### config.mk
export PLATFORM = sky130hd
export DESIGN_NAME = data_space_decode_error_status
export DESIGN_NICKNAME = d
export VERILOG_FILES = /design/src/dspace_pkg.sv /design/src/data_space_decode_error_status.sv
export SDC_FILE = /design/constraint.sdc
export NUM_CORES = 1
export LEC_CHECK = 0
export BUFFER_PORTS_ARGS = -buffer_cell sky130_fd_sc_hd__buf_2
export CAP_MARGIN = 5
export CORE_MARGIN = 1.5
export CORE_UTILIZATION = 48
export DETAILED_ROUTE_END_ITERATION = 6
export GPL_TIMING_DRIVEN = 0
export PLACE_DENSITY = 0.81
export SYNTH_ARGS = -nofsm -noshare
export SYNTH_HDL_FRONTEND = slang
export SYNTH_SLANG_ARGS = --single-unit
### constraint.sdc
create_clock -name sys_clk -period 2.9 [get_ports sys_clk]
set_input_delay 0.145 -clock sys_clk [delete_from_list [all_inputs] [get_ports sys_clk]]
set_output_delay 0.145 -clock sys_clk [all_outputs]
set_load 0.1 [all_outputs]
### src/dspace_pkg.sv
/*
  Shared constants and carriers for the data space decoder and error status block.
  Assumes a single core clock domain and that the core supplies decoded access requests.
*/
package dspace_pkg;

  // Error status register layout
  localparam int          ESR_WIDTH       = 16;
  localparam int          FLAG_OVERFLOW   = 3;
  localparam int          FLAG_STACK      = 2;
  localparam int          FLAG_LOOPSTACK  = 1;
  localparam int          FLAG_BUSACCESS  = 0;
  localparam int          FLAG_COUNT      = 4;
  localparam logic [15:0] ESR_RESET       = 16'h0000;

  // Address map (word addresses)
  localparam logic [15:0] BASE_EXT_START  = 16'h4000;
  localparam logic [15:0] ROMV_EXT_START  = 16'hC000;
  localparam logic [15:0] PERIPH_START    = 16'h3800;
  localparam logic [15:0] PERIPH_END      = 16'h383F;
  localparam logic [15:0] ROM_START       = 16'h4000;
  localparam logic [15:0] BASE_RAM_WORDS  = 16'h0800;
  localparam logic [15:0] WAIT_RESET      = 16'h0000;
  localparam logic [15:0] ROM2K_ROM_END   = 16'h4800;
  localparam logic [15:0] ROM2K_RAM_END   = 16'h0400;
  localparam logic [15:0] ROM4K_ROM_END   = 16'h5000;
  localparam logic [15:0] ROM12K_ROM_END  = 16'h7000;
  localparam logic [15:0] ROM12K_RAM_END  = 16'h0C00;

  // Variant selection
  typedef enum logic [1:0] {
    VAR_BASE,
    VAR_ROM2K,
    VAR_ROM4K,
    VAR_ROM12K
  } variant_e;

  // Decoded region of one access
  typedef enum logic [2:0] {
    REG_RAM,
    REG_ROM,
    REG_PERIPH,
    REG_SYSTEM,
    REG_EXTERNAL
  } region_e;

  // One data space access request from the core
  typedef struct packed {
    logic        valid;
    logic        write;
    logic [15:0] addr;
  } access_s;

  // External bus outputs
  typedef struct packed {
    logic        active;
    logic        space_y;
    logic        read_n;
    logic        write_n;
    logic [15:0] addr;
  } ext_bus_s;

endpackage

### src/data_space_decode_error_status.sv
/*
  Data space decoder and sticky error status register of a fixed-point DSP core.
  Assumes X and Y requests arrive from core logic on sys_clk, wait pin from outside.
*/
`timescale 1ns/1ns

// Notes on behaviour
// Status is 16 bits; upper writes ignored
// Low four flags stay set until changed
// Reset loads all zeros into status
// Access only via register transfer path
// Bit 3 marks arithmetic overflow
// Bit 2 marks subroutine stack over/underflow
// Bit 1 marks loop stack over/underflow
// Bit 0 marks prohibited parallel region pairs
// Two independent 64K-word, 16-bit spaces
// Internal X and Y accessible together
// Base variant: first 16K words internal
// ROM variants: first 48K words internal
// Internal range split; ROM/RAM store data
// Software never touches system regions
// External span 48K base, 16K others
// X and Y share bus; select bit
// Wait count register and wait pin stretch
// Select low for X, high for Y
// Partner holds wait low while needed
// Simultaneous errors all set, none lost
module data_space_decode_error_status #(
  parameter dspace_pkg::variant_e VARIANT = dspace_pkg::VAR_BASE
) (
  input  wire logic                sys_clk,
  input  wire logic                rst_b,
  input  wire dspace_pkg::access_s x_req,
  input  wire dspace_pkg::access_s y_req,
  input  wire logic                alu_overflow,
  input  wire logic                stack_push_full,
  input  wire logic                stack_pop_empty,
  input  wire logic                loop_push_full,
  input  wire logic                loop_pop_empty,
  input  wire logic                esr_wr,
  input  wire logic [15:0]         esr_wdata,
  input  wire logic                wcr_wr,
  input  wire logic [15:0]         wcr_wdata,
  input  wire logic                wait_in_b,
  output dspace_pkg::region_e      x_region,
  output dspace_pkg::region_e      y_region,
  output logic                     x_ram_sel,
  output logic                     y_ram_sel,
  output logic                     x_rom_sel,
  output logic                     y_rom_sel,
  output logic [15:0]              esr_rdata,
  output logic [15:0]              wait_count_rdata,
  output dspace_pkg::ext_bus_s     ext_bus,
  output logic                     stall
);
  import dspace_pkg::*;

  // Whole state of the block
  typedef struct packed {
    logic [FLAG_COUNT-1:0] flags;
    logic [15:0]           wait_cnt;
    logic [15:0]           wait_left;
    logic                  ext_busy;
    logic                  ext_y;
    logic                  ext_wr;
    logic [15:0]           ext_addr;
    logic                  wait_s1;
    logic                  wait_s2;
  } state_s;

  state_s state_reg;
  state_s state_next;

  // Region decode, shared by both spaces since the maps are identical
  function automatic region_e decode(input logic [15:0] a);
    logic [15:0] ext_start;
    logic [15:0] rom_end;
    logic [15:0] ram_end;
    ext_start = BASE_EXT_START;
    rom_end   = ROM_START;
    ram_end   = BASE_RAM_WORDS;
    case (VARIANT)
      VAR_ROM2K: begin
        ext_start = ROMV_EXT_START;
        rom_end   = ROM2K_ROM_END;
        ram_end   = ROM2K_RAM_END;
      end
      VAR_ROM4K: begin
        ext_start = ROMV_EXT_START;
        rom_end   = ROM4K_ROM_END;
      end
      VAR_ROM12K: begin
        ext_start = ROMV_EXT_START;
        rom_end   = ROM12K_ROM_END;
        ram_end   = ROM12K_RAM_END;
      end
      default: begin
        ext_start = BASE_EXT_START;
      end
    endcase
    if (a >= ext_start)
      decode = REG_EXTERNAL;
    else if (a < ram_end)
      decode = REG_RAM;
    else if (a >= PERIPH_START && a <= PERIPH_END)
      decode = REG_PERIPH;
    else if (a >= ROM_START && a < rom_end)
      decode = REG_ROM;
    else
      decode = REG_SYSTEM;                                 // undefined data
  endfunction

  logic both;
  logic bad_pair;
  logic start_ext;
  logic ext_y_pick;

  // Independent decoders per space let internal X and Y run together
  always_comb begin
    x_region  = decode(x_req.addr);
    y_region  = decode(y_req.addr);
    x_ram_sel = x_req.valid && x_region == REG_RAM;
    y_ram_sel = y_req.valid && y_region == REG_RAM;
    x_rom_sel = x_req.valid && x_region == REG_ROM;
    y_rom_sel = y_req.valid && y_region == REG_ROM;
    both      = x_req.valid && y_req.valid;
    bad_pair  = both && (
                (x_region == REG_ROM      && y_region == REG_ROM) ||
                (x_region == REG_ROM      && y_region == REG_EXTERNAL) ||
                (x_region == REG_EXTERNAL && y_region == REG_ROM) ||
                (x_region == REG_EXTERNAL && y_region == REG_EXTERNAL) ||
                (x_region == REG_PERIPH   && y_region == REG_PERIPH));
    ext_y_pick = !(x_req.valid && x_region == REG_EXTERNAL);
    start_ext  = (x_req.valid && x_region == REG_EXTERNAL) ||
                 (y_req.valid && y_region == REG_EXTERNAL);
  end

  // Next-state: flags, wait counter, external cycle
  always_comb begin
    state_next = state_reg;
    state_next.wait_s1 = wait_in_b;
    state_next.wait_s2 = state_reg.wait_s1;
    // Program write first, so hardware sets below override it
    if (esr_wr) begin
      state_next.flags = esr_wdata[FLAG_COUNT-1:0];
    end
    if (alu_overflow)
      state_next.flags[FLAG_OVERFLOW] = 1'b1;
    if (stack_push_full || stack_pop_empty)
      state_next.flags[FLAG_STACK] = 1'b1;
    if (loop_push_full || loop_pop_empty)
      state_next.flags[FLAG_LOOPSTACK] = 1'b1;
    if (bad_pair)
      state_next.flags[FLAG_BUSACCESS] = 1'b1;
    if (wcr_wr)
      state_next.wait_cnt = wcr_wdata;
    // External cycle: counted waits, then pin waits while held low
    if (state_reg.ext_busy) begin
      if (state_reg.wait_left != 16'h0000)
        state_next.wait_left = state_reg.wait_left - 16'h0001;
      else if (state_reg.wait_s2)
        state_next.ext_busy = 1'b0;
    end else if (start_ext) begin
      state_next.ext_busy  = 1'b1;
      state_next.wait_left = state_reg.wait_cnt;
      state_next.ext_y     = ext_y_pick;
      state_next.ext_wr    = ext_y_pick ? y_req.write : x_req.write;
      state_next.ext_addr  = ext_y_pick ? y_req.addr : x_req.addr;
    end
  end

  always_ff @(posedge sys_clk or negedge rst_b) begin
    if (!rst_b) begin
      state_reg          <= '0;
      state_reg.flags    <= ESR_RESET[FLAG_COUNT-1:0];
      state_reg.wait_cnt <= WAIT_RESET;
      state_reg.wait_s1  <= 1'b1;
      state_reg.wait_s2  <= 1'b1;
    end else begin
      state_reg <= state_next;
    end
  end

  // Register reads; upper status bits read as zero
  always_comb begin
    esr_rdata        = {{(ESR_WIDTH-FLAG_COUNT){1'b0}}, state_reg.flags};
    wait_count_rdata = state_reg.wait_cnt;
    ext_bus.active   = state_reg.ext_busy;
    ext_bus.space_y  = state_reg.ext_y;
    ext_bus.read_n   = !(state_reg.ext_busy && !state_reg.ext_wr);
    ext_bus.write_n  = !(state_reg.ext_busy && state_reg.ext_wr);
    ext_bus.addr     = state_reg.ext_addr;
    stall            = state_reg.ext_busy && (state_reg.wait_left != 16'h0000 ||
                       !state_reg.wait_s2);
  end

  AST_OVF_SETS: assert property (@(posedge sys_clk) disable iff (!rst_b)
    alu_overflow |=> esr_rdata[3]) else $error("overflow flag not set");
  AST_STACK_SETS: assert property (@(posedge sys_clk) disable iff (!rst_b)
    (stack_push_full || stack_pop_empty) |=> esr_rdata[2]) else $error("stack flag not set");
  AST_LOOP_SETS: assert property (@(posedge sys_clk) disable iff (!rst_b)
    (loop_push_full || loop_pop_empty) |=> esr_rdata[1]) else $error("loop flag not set");
  AST_BAC_ROMROM: assert property (@(posedge sys_clk) disable iff (!rst_b)
    (both && x_region == REG_ROM && y_region == REG_ROM) |=> esr_rdata[0])
    else $error("bus access flag missed");
  AST_STICKY: assert property (@(posedge sys_clk) disable iff (!rst_b)
    (esr_rdata[3] && !esr_wr) |=> esr_rdata[3]) else $error("flag dropped");
  AST_UPPER_ZERO: assert property (@(posedge sys_clk) disable iff (!rst_b)
    esr_rdata[15:4] == 12'h000) else $error("upper bits not zero");
  AST_WRITE_LOADS: assert property (@(posedge sys_clk) disable iff (!rst_b)
    (esr_wr && !alu_overflow) |=> esr_rdata[3] == $past(esr_wdata[3]))
    else $error("write not stored");
  AST_EXT_DECODE: assert property (@(posedge sys_clk) disable iff (!rst_b)
    (VARIANT == VAR_BASE && x_req.addr >= 16'h4000) |-> x_region == REG_EXTERNAL)
    else $error("external decode wrong");
  AST_SEL_Y: assert property (@(posedge sys_clk) disable iff (!rst_b)
    (!ext_bus.active && !x_req.valid && y_req.valid && y_region == REG_EXTERNAL)
    |=> ext_bus.space_y) else $error("space select wrong");

  // Reset must leave every flag clear at the first edge after release
  AST_RESET_FLAGS: assert property (@(posedge sys_clk)
    $rose(rst_b) |-> esr_rdata == 16'h0000) else $error("flags not clear after reset");

  // Bus must come out of reset idle, both strobes high
  AST_RESET_BUS: assert property (@(posedge sys_clk)
    $rose(rst_b) |-> (!ext_bus.active && ext_bus.read_n && ext_bus.write_n))
    else $error("bus not idle after reset");

  // ROM paired with external space is refused
  AST_BAC_ROMEXT: assert property (@(posedge sys_clk) disable iff (!rst_b)
    (both && x_region == REG_ROM && y_region == REG_EXTERNAL) |=> esr_rdata[0])
    else $error("bus access flag missed");

  // External paired with ROM, the mirror case
  AST_BAC_EXTROM: assert property (@(posedge sys_clk) disable iff (!rst_b)
    (both && x_region == REG_EXTERNAL && y_region == REG_ROM) |=> esr_rdata[0])
    else $error("bus access flag missed");

  // Both spaces on the one shared bus at once
  AST_BAC_EXTEXT: assert property (@(posedge sys_clk) disable iff (!rst_b)
    (both && x_region == REG_EXTERNAL && y_region == REG_EXTERNAL) |=> esr_rdata[0])
    else $error("bus access flag missed");

  // Peripheral area has a single port
  AST_BAC_PERPER: assert property (@(posedge sys_clk) disable iff (!rst_b)
    (both && x_region == REG_PERIPH && y_region == REG_PERIPH) |=> esr_rdata[0])
    else $error("bus access flag missed");

  // Internal RAM pair is legal and must not raise the flag
  AST_RAM_PAIR_QUIET: assert property (@(posedge sys_clk) disable iff (!rst_b)
    (both && x_region == REG_RAM && y_region == REG_RAM && !esr_rdata[0] && !esr_wr)
    |=> !esr_rdata[0]) else $error("legal pair flagged");

  // Stack flag holds without a program write
  AST_STICKY_STACK: assert property (@(posedge sys_clk) disable iff (!rst_b)
    (esr_rdata[2] && !esr_wr) |=> esr_rdata[2]) else $error("flag dropped");

  // Loop stack flag holds without a program write
  AST_STICKY_LOOP: assert property (@(posedge sys_clk) disable iff (!rst_b)
    (esr_rdata[1] && !esr_wr) |=> esr_rdata[1]) else $error("flag dropped");

  // Bus access flag holds without a program write
  AST_STICKY_BAC: assert property (@(posedge sys_clk) disable iff (!rst_b)
    (esr_rdata[0] && !esr_wr) |=> esr_rdata[0]) else $error("flag dropped");

  // Program write lands in the stack flag when no event competes
  AST_WRITE_STACK: assert property (@(posedge sys_clk) disable iff (!rst_b)
    (esr_wr && !stack_push_full && !stack_pop_empty) |=> esr_rdata[2] == $past(esr_wdata[2]))
    else $error("write not stored");

  // Program write lands in the loop flag when no event competes
  AST_WRITE_LOOP: assert property (@(posedge sys_clk) disable iff (!rst_b)
    (esr_wr && !loop_push_full && !loop_pop_empty) |=> esr_rdata[1] == $past(esr_wdata[1]))
    else $error("write not stored");

  // Program write lands in the bus flag when no pair is refused
  AST_WRITE_BAC: assert property (@(posedge sys_clk) disable iff (!rst_b)
    (esr_wr && !bad_pair) |=> esr_rdata[0] == $past(esr_wdata[0]))
    else $error("write not stored");

  // A clearing write must not swallow an error of the same cycle
  AST_SET_OVER_CLEAR: assert property (@(posedge sys_clk) disable iff (!rst_b)
    (esr_wr && alu_overflow) |=> esr_rdata[3]) else $error("error lost to write");

  // Y space uses the same map as X
  AST_EXT_DECODE_Y: assert property (@(posedge sys_clk) disable iff (!rst_b)
    (VARIANT == VAR_BASE && y_req.addr >= 16'h4000) |-> y_region == REG_EXTERNAL)
    else $error("external decode wrong");

  // Base variant keeps the low quarter internal
  AST_INT_DECODE: assert property (@(posedge sys_clk) disable iff (!rst_b)
    (VARIANT == VAR_BASE && x_req.addr < 16'h4000) |-> x_region != REG_EXTERNAL)
    else $error("internal decode wrong");

  // ROM variants move the external start to the top quarter
  AST_ROMV_DECODE: assert property (@(posedge sys_clk) disable iff (!rst_b)
    (VARIANT != VAR_BASE) |-> ((x_req.addr >= 16'hC000) == (x_region == REG_EXTERNAL)))
    else $error("variant decode wrong");

  // Peripheral window is the same in every variant
  AST_PERIPH_DECODE: assert property (@(posedge sys_clk) disable iff (!rst_b)
    (x_req.addr >= PERIPH_START && x_req.addr <= PERIPH_END) |-> x_region == REG_PERIPH)
    else $error("peripheral decode wrong");

  // X accesses drive the select low
  AST_SEL_X: assert property (@(posedge sys_clk) disable iff (!rst_b)
    (!ext_bus.active && x_req.valid && x_region == REG_EXTERNAL)
    |=> !ext_bus.space_y) else $error("space select wrong");

  // An idle bus accepts a valid external request
  AST_START_EXT: assert property (@(posedge sys_clk) disable iff (!rst_b)
    (!ext_bus.active && start_ext) |=> ext_bus.active) else $error("cycle not started");

  // Address must not move while the cycle is stretched
  AST_ADDR_HOLD: assert property (@(posedge sys_clk) disable iff (!rst_b)
    (ext_bus.active && stall) |=> (ext_bus.active && $stable(ext_bus.addr)))
    else $error("address moved in wait");

  // Exactly one strobe low during a cycle
  AST_ONE_STROBE: assert property (@(posedge sys_clk) disable iff (!rst_b)
    ext_bus.active |-> (ext_bus.read_n != ext_bus.write_n)) else $error("strobe clash");

  // Strobes stay high between cycles
  AST_IDLE_STROBES: assert property (@(posedge sys_clk) disable iff (!rst_b)
    !ext_bus.active |-> (ext_bus.read_n && ext_bus.write_n)) else $error("strobe while idle");

  // Wait count register takes the written value
  AST_WCR_LOADS: assert property (@(posedge sys_clk) disable iff (!rst_b)
    wcr_wr |=> wait_count_rdata == $past(wcr_wdata)) else $error("wait count not stored");

  // A nonzero wait count stretches the first cycle
  AST_SOFT_WAIT: assert property (@(posedge sys_clk) disable iff (!rst_b)
    (!ext_bus.active && start_ext && wait_count_rdata != 16'h0000) |=> stall)
    else $error("no soft wait");

  // Stall only ever comes from a running external cycle
  AST_STALL_BUSY: assert property (@(posedge sys_clk) disable iff (!rst_b)
    stall |-> ext_bus.active) else $error("stall while idle");

endmodule // data_space_decode_error_status

# After elaboration in Yosys (flattened, before gate mapping)

Index checks and enable logic that the tools add are counted.

ROM bits: 0
Output and inout bits: 63
Bits in writable memories: 0
Word-level logic and storage cells: 94
Bits in latches: 0
Memories kept: 0
Register bits: 57
Bits of input ports: 78

Bitwise gates (word level): 1
Div/mod/pow operators: 0
$add $sub $neg: 1
Equality and inequality tests: 7
$mul: 0
Mux-type cells: 20
Magnitude comparators: 10
Shifts and indexed selects: 0
Reductions and logical operators: 43

Operators with widths:

| kind                  | count |
|---|---|
| $mux 35               | 1 |
| $ge 16x14->1 const B  | 2 |
| $ge 16x15->1 const B  | 2 |
| $le 16x14->1 const B  | 2 |
| $lt 16x12->1 const B  | 2 |
| $lt 16x15->1 const B  | 2 |
| $mux 16               | 2 |
| $logic_and 1x1->1     | 20 |
| $mux 17               | 1 |
| $reduce_bool 16->1    | 1 |
| $sub 16x1->16 const B | 1 |
| $mux 2                | 6 |
| $reduce_bool 2->1     | 5 |
| $logic_or 1x1->1      | 8 |
| $mux 1                | 7 |
| $eq 3x1->1 const B    | 2 |
| $eq 3x2->1 const B    | 2 |
| $eq 3x3->1 const B    | 2 |
| $logic_not 3->1       | 2 |
| $mux 3                | 2 |
| $logic_not 1->1       | 5 |
| $mux 4                | 1 |
| $reduce_and 2->1      | 2 |
| $ne 2x1->1 const B    | 1 |
| $not 1->1             | 1 |

# Longest topological paths before layout

Depth in word-level cells: 14
Gate-level depth with buffers: 7
Mapped depth without buffers: 7

# Worst setup path after synthesis

Ideal clock, no wire load.

Path kind: input-to-output
From: input x_req[15] (netlist bit)
To: output x_region[0]
Arrival time: 3.045 ns
Slack: -0.290 ns
Stages: 4
Data required time: 2.755 ns
Path buffers: 0
Cells stage by stage: nor2_1 -> inv_1 -> nor3_1 -> nor3_1

Longest elaborated chain between the ends: 5

Ends and longest elaborated chain:

| element                                             | line                                  | text |
|---|---|---|
| start: declaration                                  | data_space_decode_error_status.sv:33  | `input wire dspace_pkg::access_s x_req,` |
| $ge 16x14->1 / $le 16x14->1 (equally long branches) | data_space_decode_error_status.sv:105 | `else if (a >= PERIPH_START && a <= PERIPH_END)` |
| $logic_and 1x1->1                                   | data_space_decode_error_status.sv:105 |  |
| $mux 2                                              | data_space_decode_error_status.sv:105 |  |
| $mux 2                                              | data_space_decode_error_status.sv:103 | `else if (a < ram_end)` |
| $mux 3 *                                            | data_space_decode_error_status.sv:101 | `if (a >= ext_start)` |
| end: declaration                                    | data_space_decode_error_status.sv:45  | `output dspace_pkg::region_e x_region,` |

Mark *: on every way between the ends. The rest lies on a longest branch, timed or not.

# Worst setup path in the final report

From: register state_reg[21] (netlist bit)
To: output stall

Longest elaborated chain between the ends: 3

Ends and longest elaborated chain:

| element                  | line                                  | text |
|---|---|---|
| start: declaration       | data_space_decode_error_status.sv:71  | `state_s state_reg;` |
| start signal: assignment | data_space_decode_error_status.sv:180 | `state_reg <= state_next;` |
| $reduce_bool 16->1       | data_space_decode_error_status.sv:193 | `stall = state_reg.ext_busy && (state_reg.wait_left != 16'h0000 \|\|` |
| $logic_or 1x1->1         | data_space_decode_error_status.sv:193 |  |
| $logic_and 1x1->1        | data_space_decode_error_status.sv:193 |  |
| end: declaration         | data_space_decode_error_status.sv:54  | `output logic stall` |

No other way between the ends.

==> reports/metrics.yaml <==
status: "finished, violations left"
violations: "DRC"
clock-root-buffer: "clkbuf_8"
netlist_area_mm2: 0.00326
power_density_mw_per_mm2: 763
ys_types: 52
rsz0062_at_grt: "false"
synthMuxAreaShare_pct: 12.9
grt_pass1_vias: 2747
drive_gt1_share_pct: 43.3
ir_worst_vdd_uv: 505
cts_made_buffers: 9
grt_start_max_net_pins: 58
cts_tree: "done"
drv_slew: 0
multi_input_area_mm2: 0.00142
fin_nets: 557
yosys.area_share.simple_pct: 15.0
routed_wirelength_mm: 7.97
cts_hold_buf: 6
setup_tns_ns: 0
netlist.area_leader.share_pct: 42.2
power_mw: 3.24
holdCritPathClass: "in2reg"
post_cts_buffers: 0
cts_repair_resize_count: 0
first_pass_iters: 6
remaining_drc_errors: 8
power_frac_comb_pct: 42.8
power.internal_mw: 1.80
stdcell_count: 560
worstSkewPairLatency_ns: 0.33
max_freq_mhz: 379
final-hold-violation-count: 0
synth_top_family_by_area: "simple AND/OR/NAND/NOR gates"
finalWorstSetupSlack_ns: 0.262
num_rows: 29
grt_overflow_total: 0
num-fill-cells: 540
ant_nets: 0
yosys_most_used_dff: "dfrtp_1"
path_class: "reg2out"
p_clk_share_pct: 23.1
arrival_ns: 2.49
place.gp.congestion: 0.904
synth_compound_area_share_pct: 13.1
htreeDepth: 3
num_vias: 2926
async_flop_share_pct: 100
area_growth_pct: 30.2
synth_edf_count: 0
synth_cells: 335
drv_cap: 0
seqPwrFrac_pct: 34.1
ys_seq_elements: 57
antenna_cells: 0
die_w_um: 85.5
synth-xor-area-share_pct: 0.268
synth_adder_area_share_pct: 0.383
dp_cells: 537
worst-path-max-fanout: 6
period_needed_ns: 2.64
clkSlewWorstSetupHoldPaths_ns: 0.07
netSwitchingFraction_pct: 44.6
regArea_mm2: 0.00143
cp-end-kind: "output port"
start_util_pct: 50.5
cp-start-kind: "flop"
worstPathRequired_ns: 2.76
synth.area.top_cells: "dfrtp_1, buf_4, mux2i_1"
syn-mean-instance-area_um2: 9.74
antenna_found_initial: 0
seq_area_frac_synth_pct: 43.8
p_leak_nw: 2.14
fin_crit_sh_pct: 91.0
switchingPower_mw: 1.45
routedWlPerCell_um: 14.2
fin_skew_ns: 0.00456
pin_count: 141
clock-sinks: 57
yosysWarnings: 0
grt_pass1_wl_mm: 12.8
pre_cts_ws_ns: 0.629
post-route-util_pct: 65.8
cts.path.max_buffers: 2
die_height_um: 85.5
setup_viol: 0
via_per_inst: 5.23
track_usage_pct: 22.0
synth_area_leader_cell: "dfrtp_1"
hpwl_mm: 5.62
core_area_mm2: 0.00646
detailedRoute.firstIterationViolations: 214
worstMarginPinSlew_ns: 0.985
die_area_mm2: 0.00730
portBuffers: 112
slew_headroom_pct: 33.7
layout make-up:
type / count / share of cell area (%)
Sequential cell: 57 / 33.6
Multi-Input combinational cell: 218 / 33.4
Timing Repair Buffer: 119 / 14.9
Buffer: 66 / 10.5
Clock buffer: 13 / 3.74
Tap cell: 77 / 2.27
Clock inverter: 3 / 0.942
Inverter: 7 / 0.618
cells in the mapped netlist, drive strengths merged (2+ instances only):
cell	number
dfstp	2
or3	2
nand2	21
a311oi	2
a211o	2
nor3	8
o31ai	2
mux2	16
o311ai	2
nand2b	2
dfrtp	55
nor2	34
o211ai	3
nand4	2
and3	8
buf	55
a211oi	8
clkbuf	11
nor2b	2
mux2i	24
nand3	2
a21oi	26
inv	7
a31oi	5
o21ai	8
nor4	4
or4	4
nand4b	3
placed cells by master, fill, tap and decap left out, types with 8 or more instances in the layout:
cell	Yosys	routed
nor2_1	34	34
mux2i_1	24	24
a21oi_1	25	25
clkbuf_8	0	11
buf_2	2	113
nand2_1	21	21
buf_4	52	53
clkbuf_1	10	12
a211oi_1	8	8
dfrtp_1	55	55
mux2_2	16	16
conb_1	1	14
final timing paths:
kind	from	slack [ns]	to	depth (start not counted)
hold / removal	esr_wdata[3]	0.02	esr_rdata[3]$_DFFE_PN0P_	2
hold reg to reg	state_next[0]$_DFF_PN1_	0.36	state_reg[0]$_DFF_PN1_	0
setup / recovery	state_reg[21]$_DFFE_PN0P_	0.26	stall	8
setup reg to reg	state_reg[24]$_DFFE_PN0P_	0.57	state_reg[34]$_DFFE_PN0P_	5
min in group asynchronous	rst_b	0.42	wait_count_rdata[2]$_DFFE_PN0P_	2
max in group asynchronous	rst_b	2.00	state_reg[26]$_DFFE_PN0P_	2
power by group through the flow:
| stage | Combinational, mW | Sequential, mW | Clock (mW) |
|---|---|---|---|
| after floorplan | 1.18 | 1.08 | 0 |
| after global placement | 1.35 | 1.11 | 0 |
| after detailed placement | 1.38 | 1.12 | 0 |
| after CTS | 1.39 | 1.10 | 0.764 |
| after global routing | 1.47 | 1.13 | 0.794 |
| final | 1.39 | 1.11 | 0.748 |
logic make-up after synthesis:
logic type | count (synthesis)
buffers and inverters | 73
AOI/OAI and AO/OA | 66
and+or+nand+nor | 96
other | 1
DFF | 57
adders and majority gates | 1
xor gates and xnor gates | 1
muxes | 40
metal layers:
layer | up-vias | wire length [um] | track usage, %
met3 | 12 | 463 | 2.72
met5 | - | 0 | 0
li1 | 1421 | - | -
met2 | 85 | 3930 | 36.3
met1 | 1408 | 3440 | 29.5
met4 | 0 | 142 | 8.80
stage by stage:
stage          instance area, um2  hold slack (ns)
6_report                     4250           0.0187
3_5_place_dp                 3980            0.256
5_1_grt                      4250           0.0191
3_3_place_gp                 3980            0.251
2_1_floorplan                3320           -0.151
4_1_cts                      4240          0.00581
critical path, stage by stage, from the launching register on:
cell     delay (ns)
dfrtp_1        0.42
inv_1          0.09
ha_1           0.18
or3b_2         0.51
and2b_2        0.32
nand2_1        0.10
nor2_1         0.13
a21oi_1        0.10
buf_2          0.31
No activity file was read; power rests on OpenSTA's default activity.
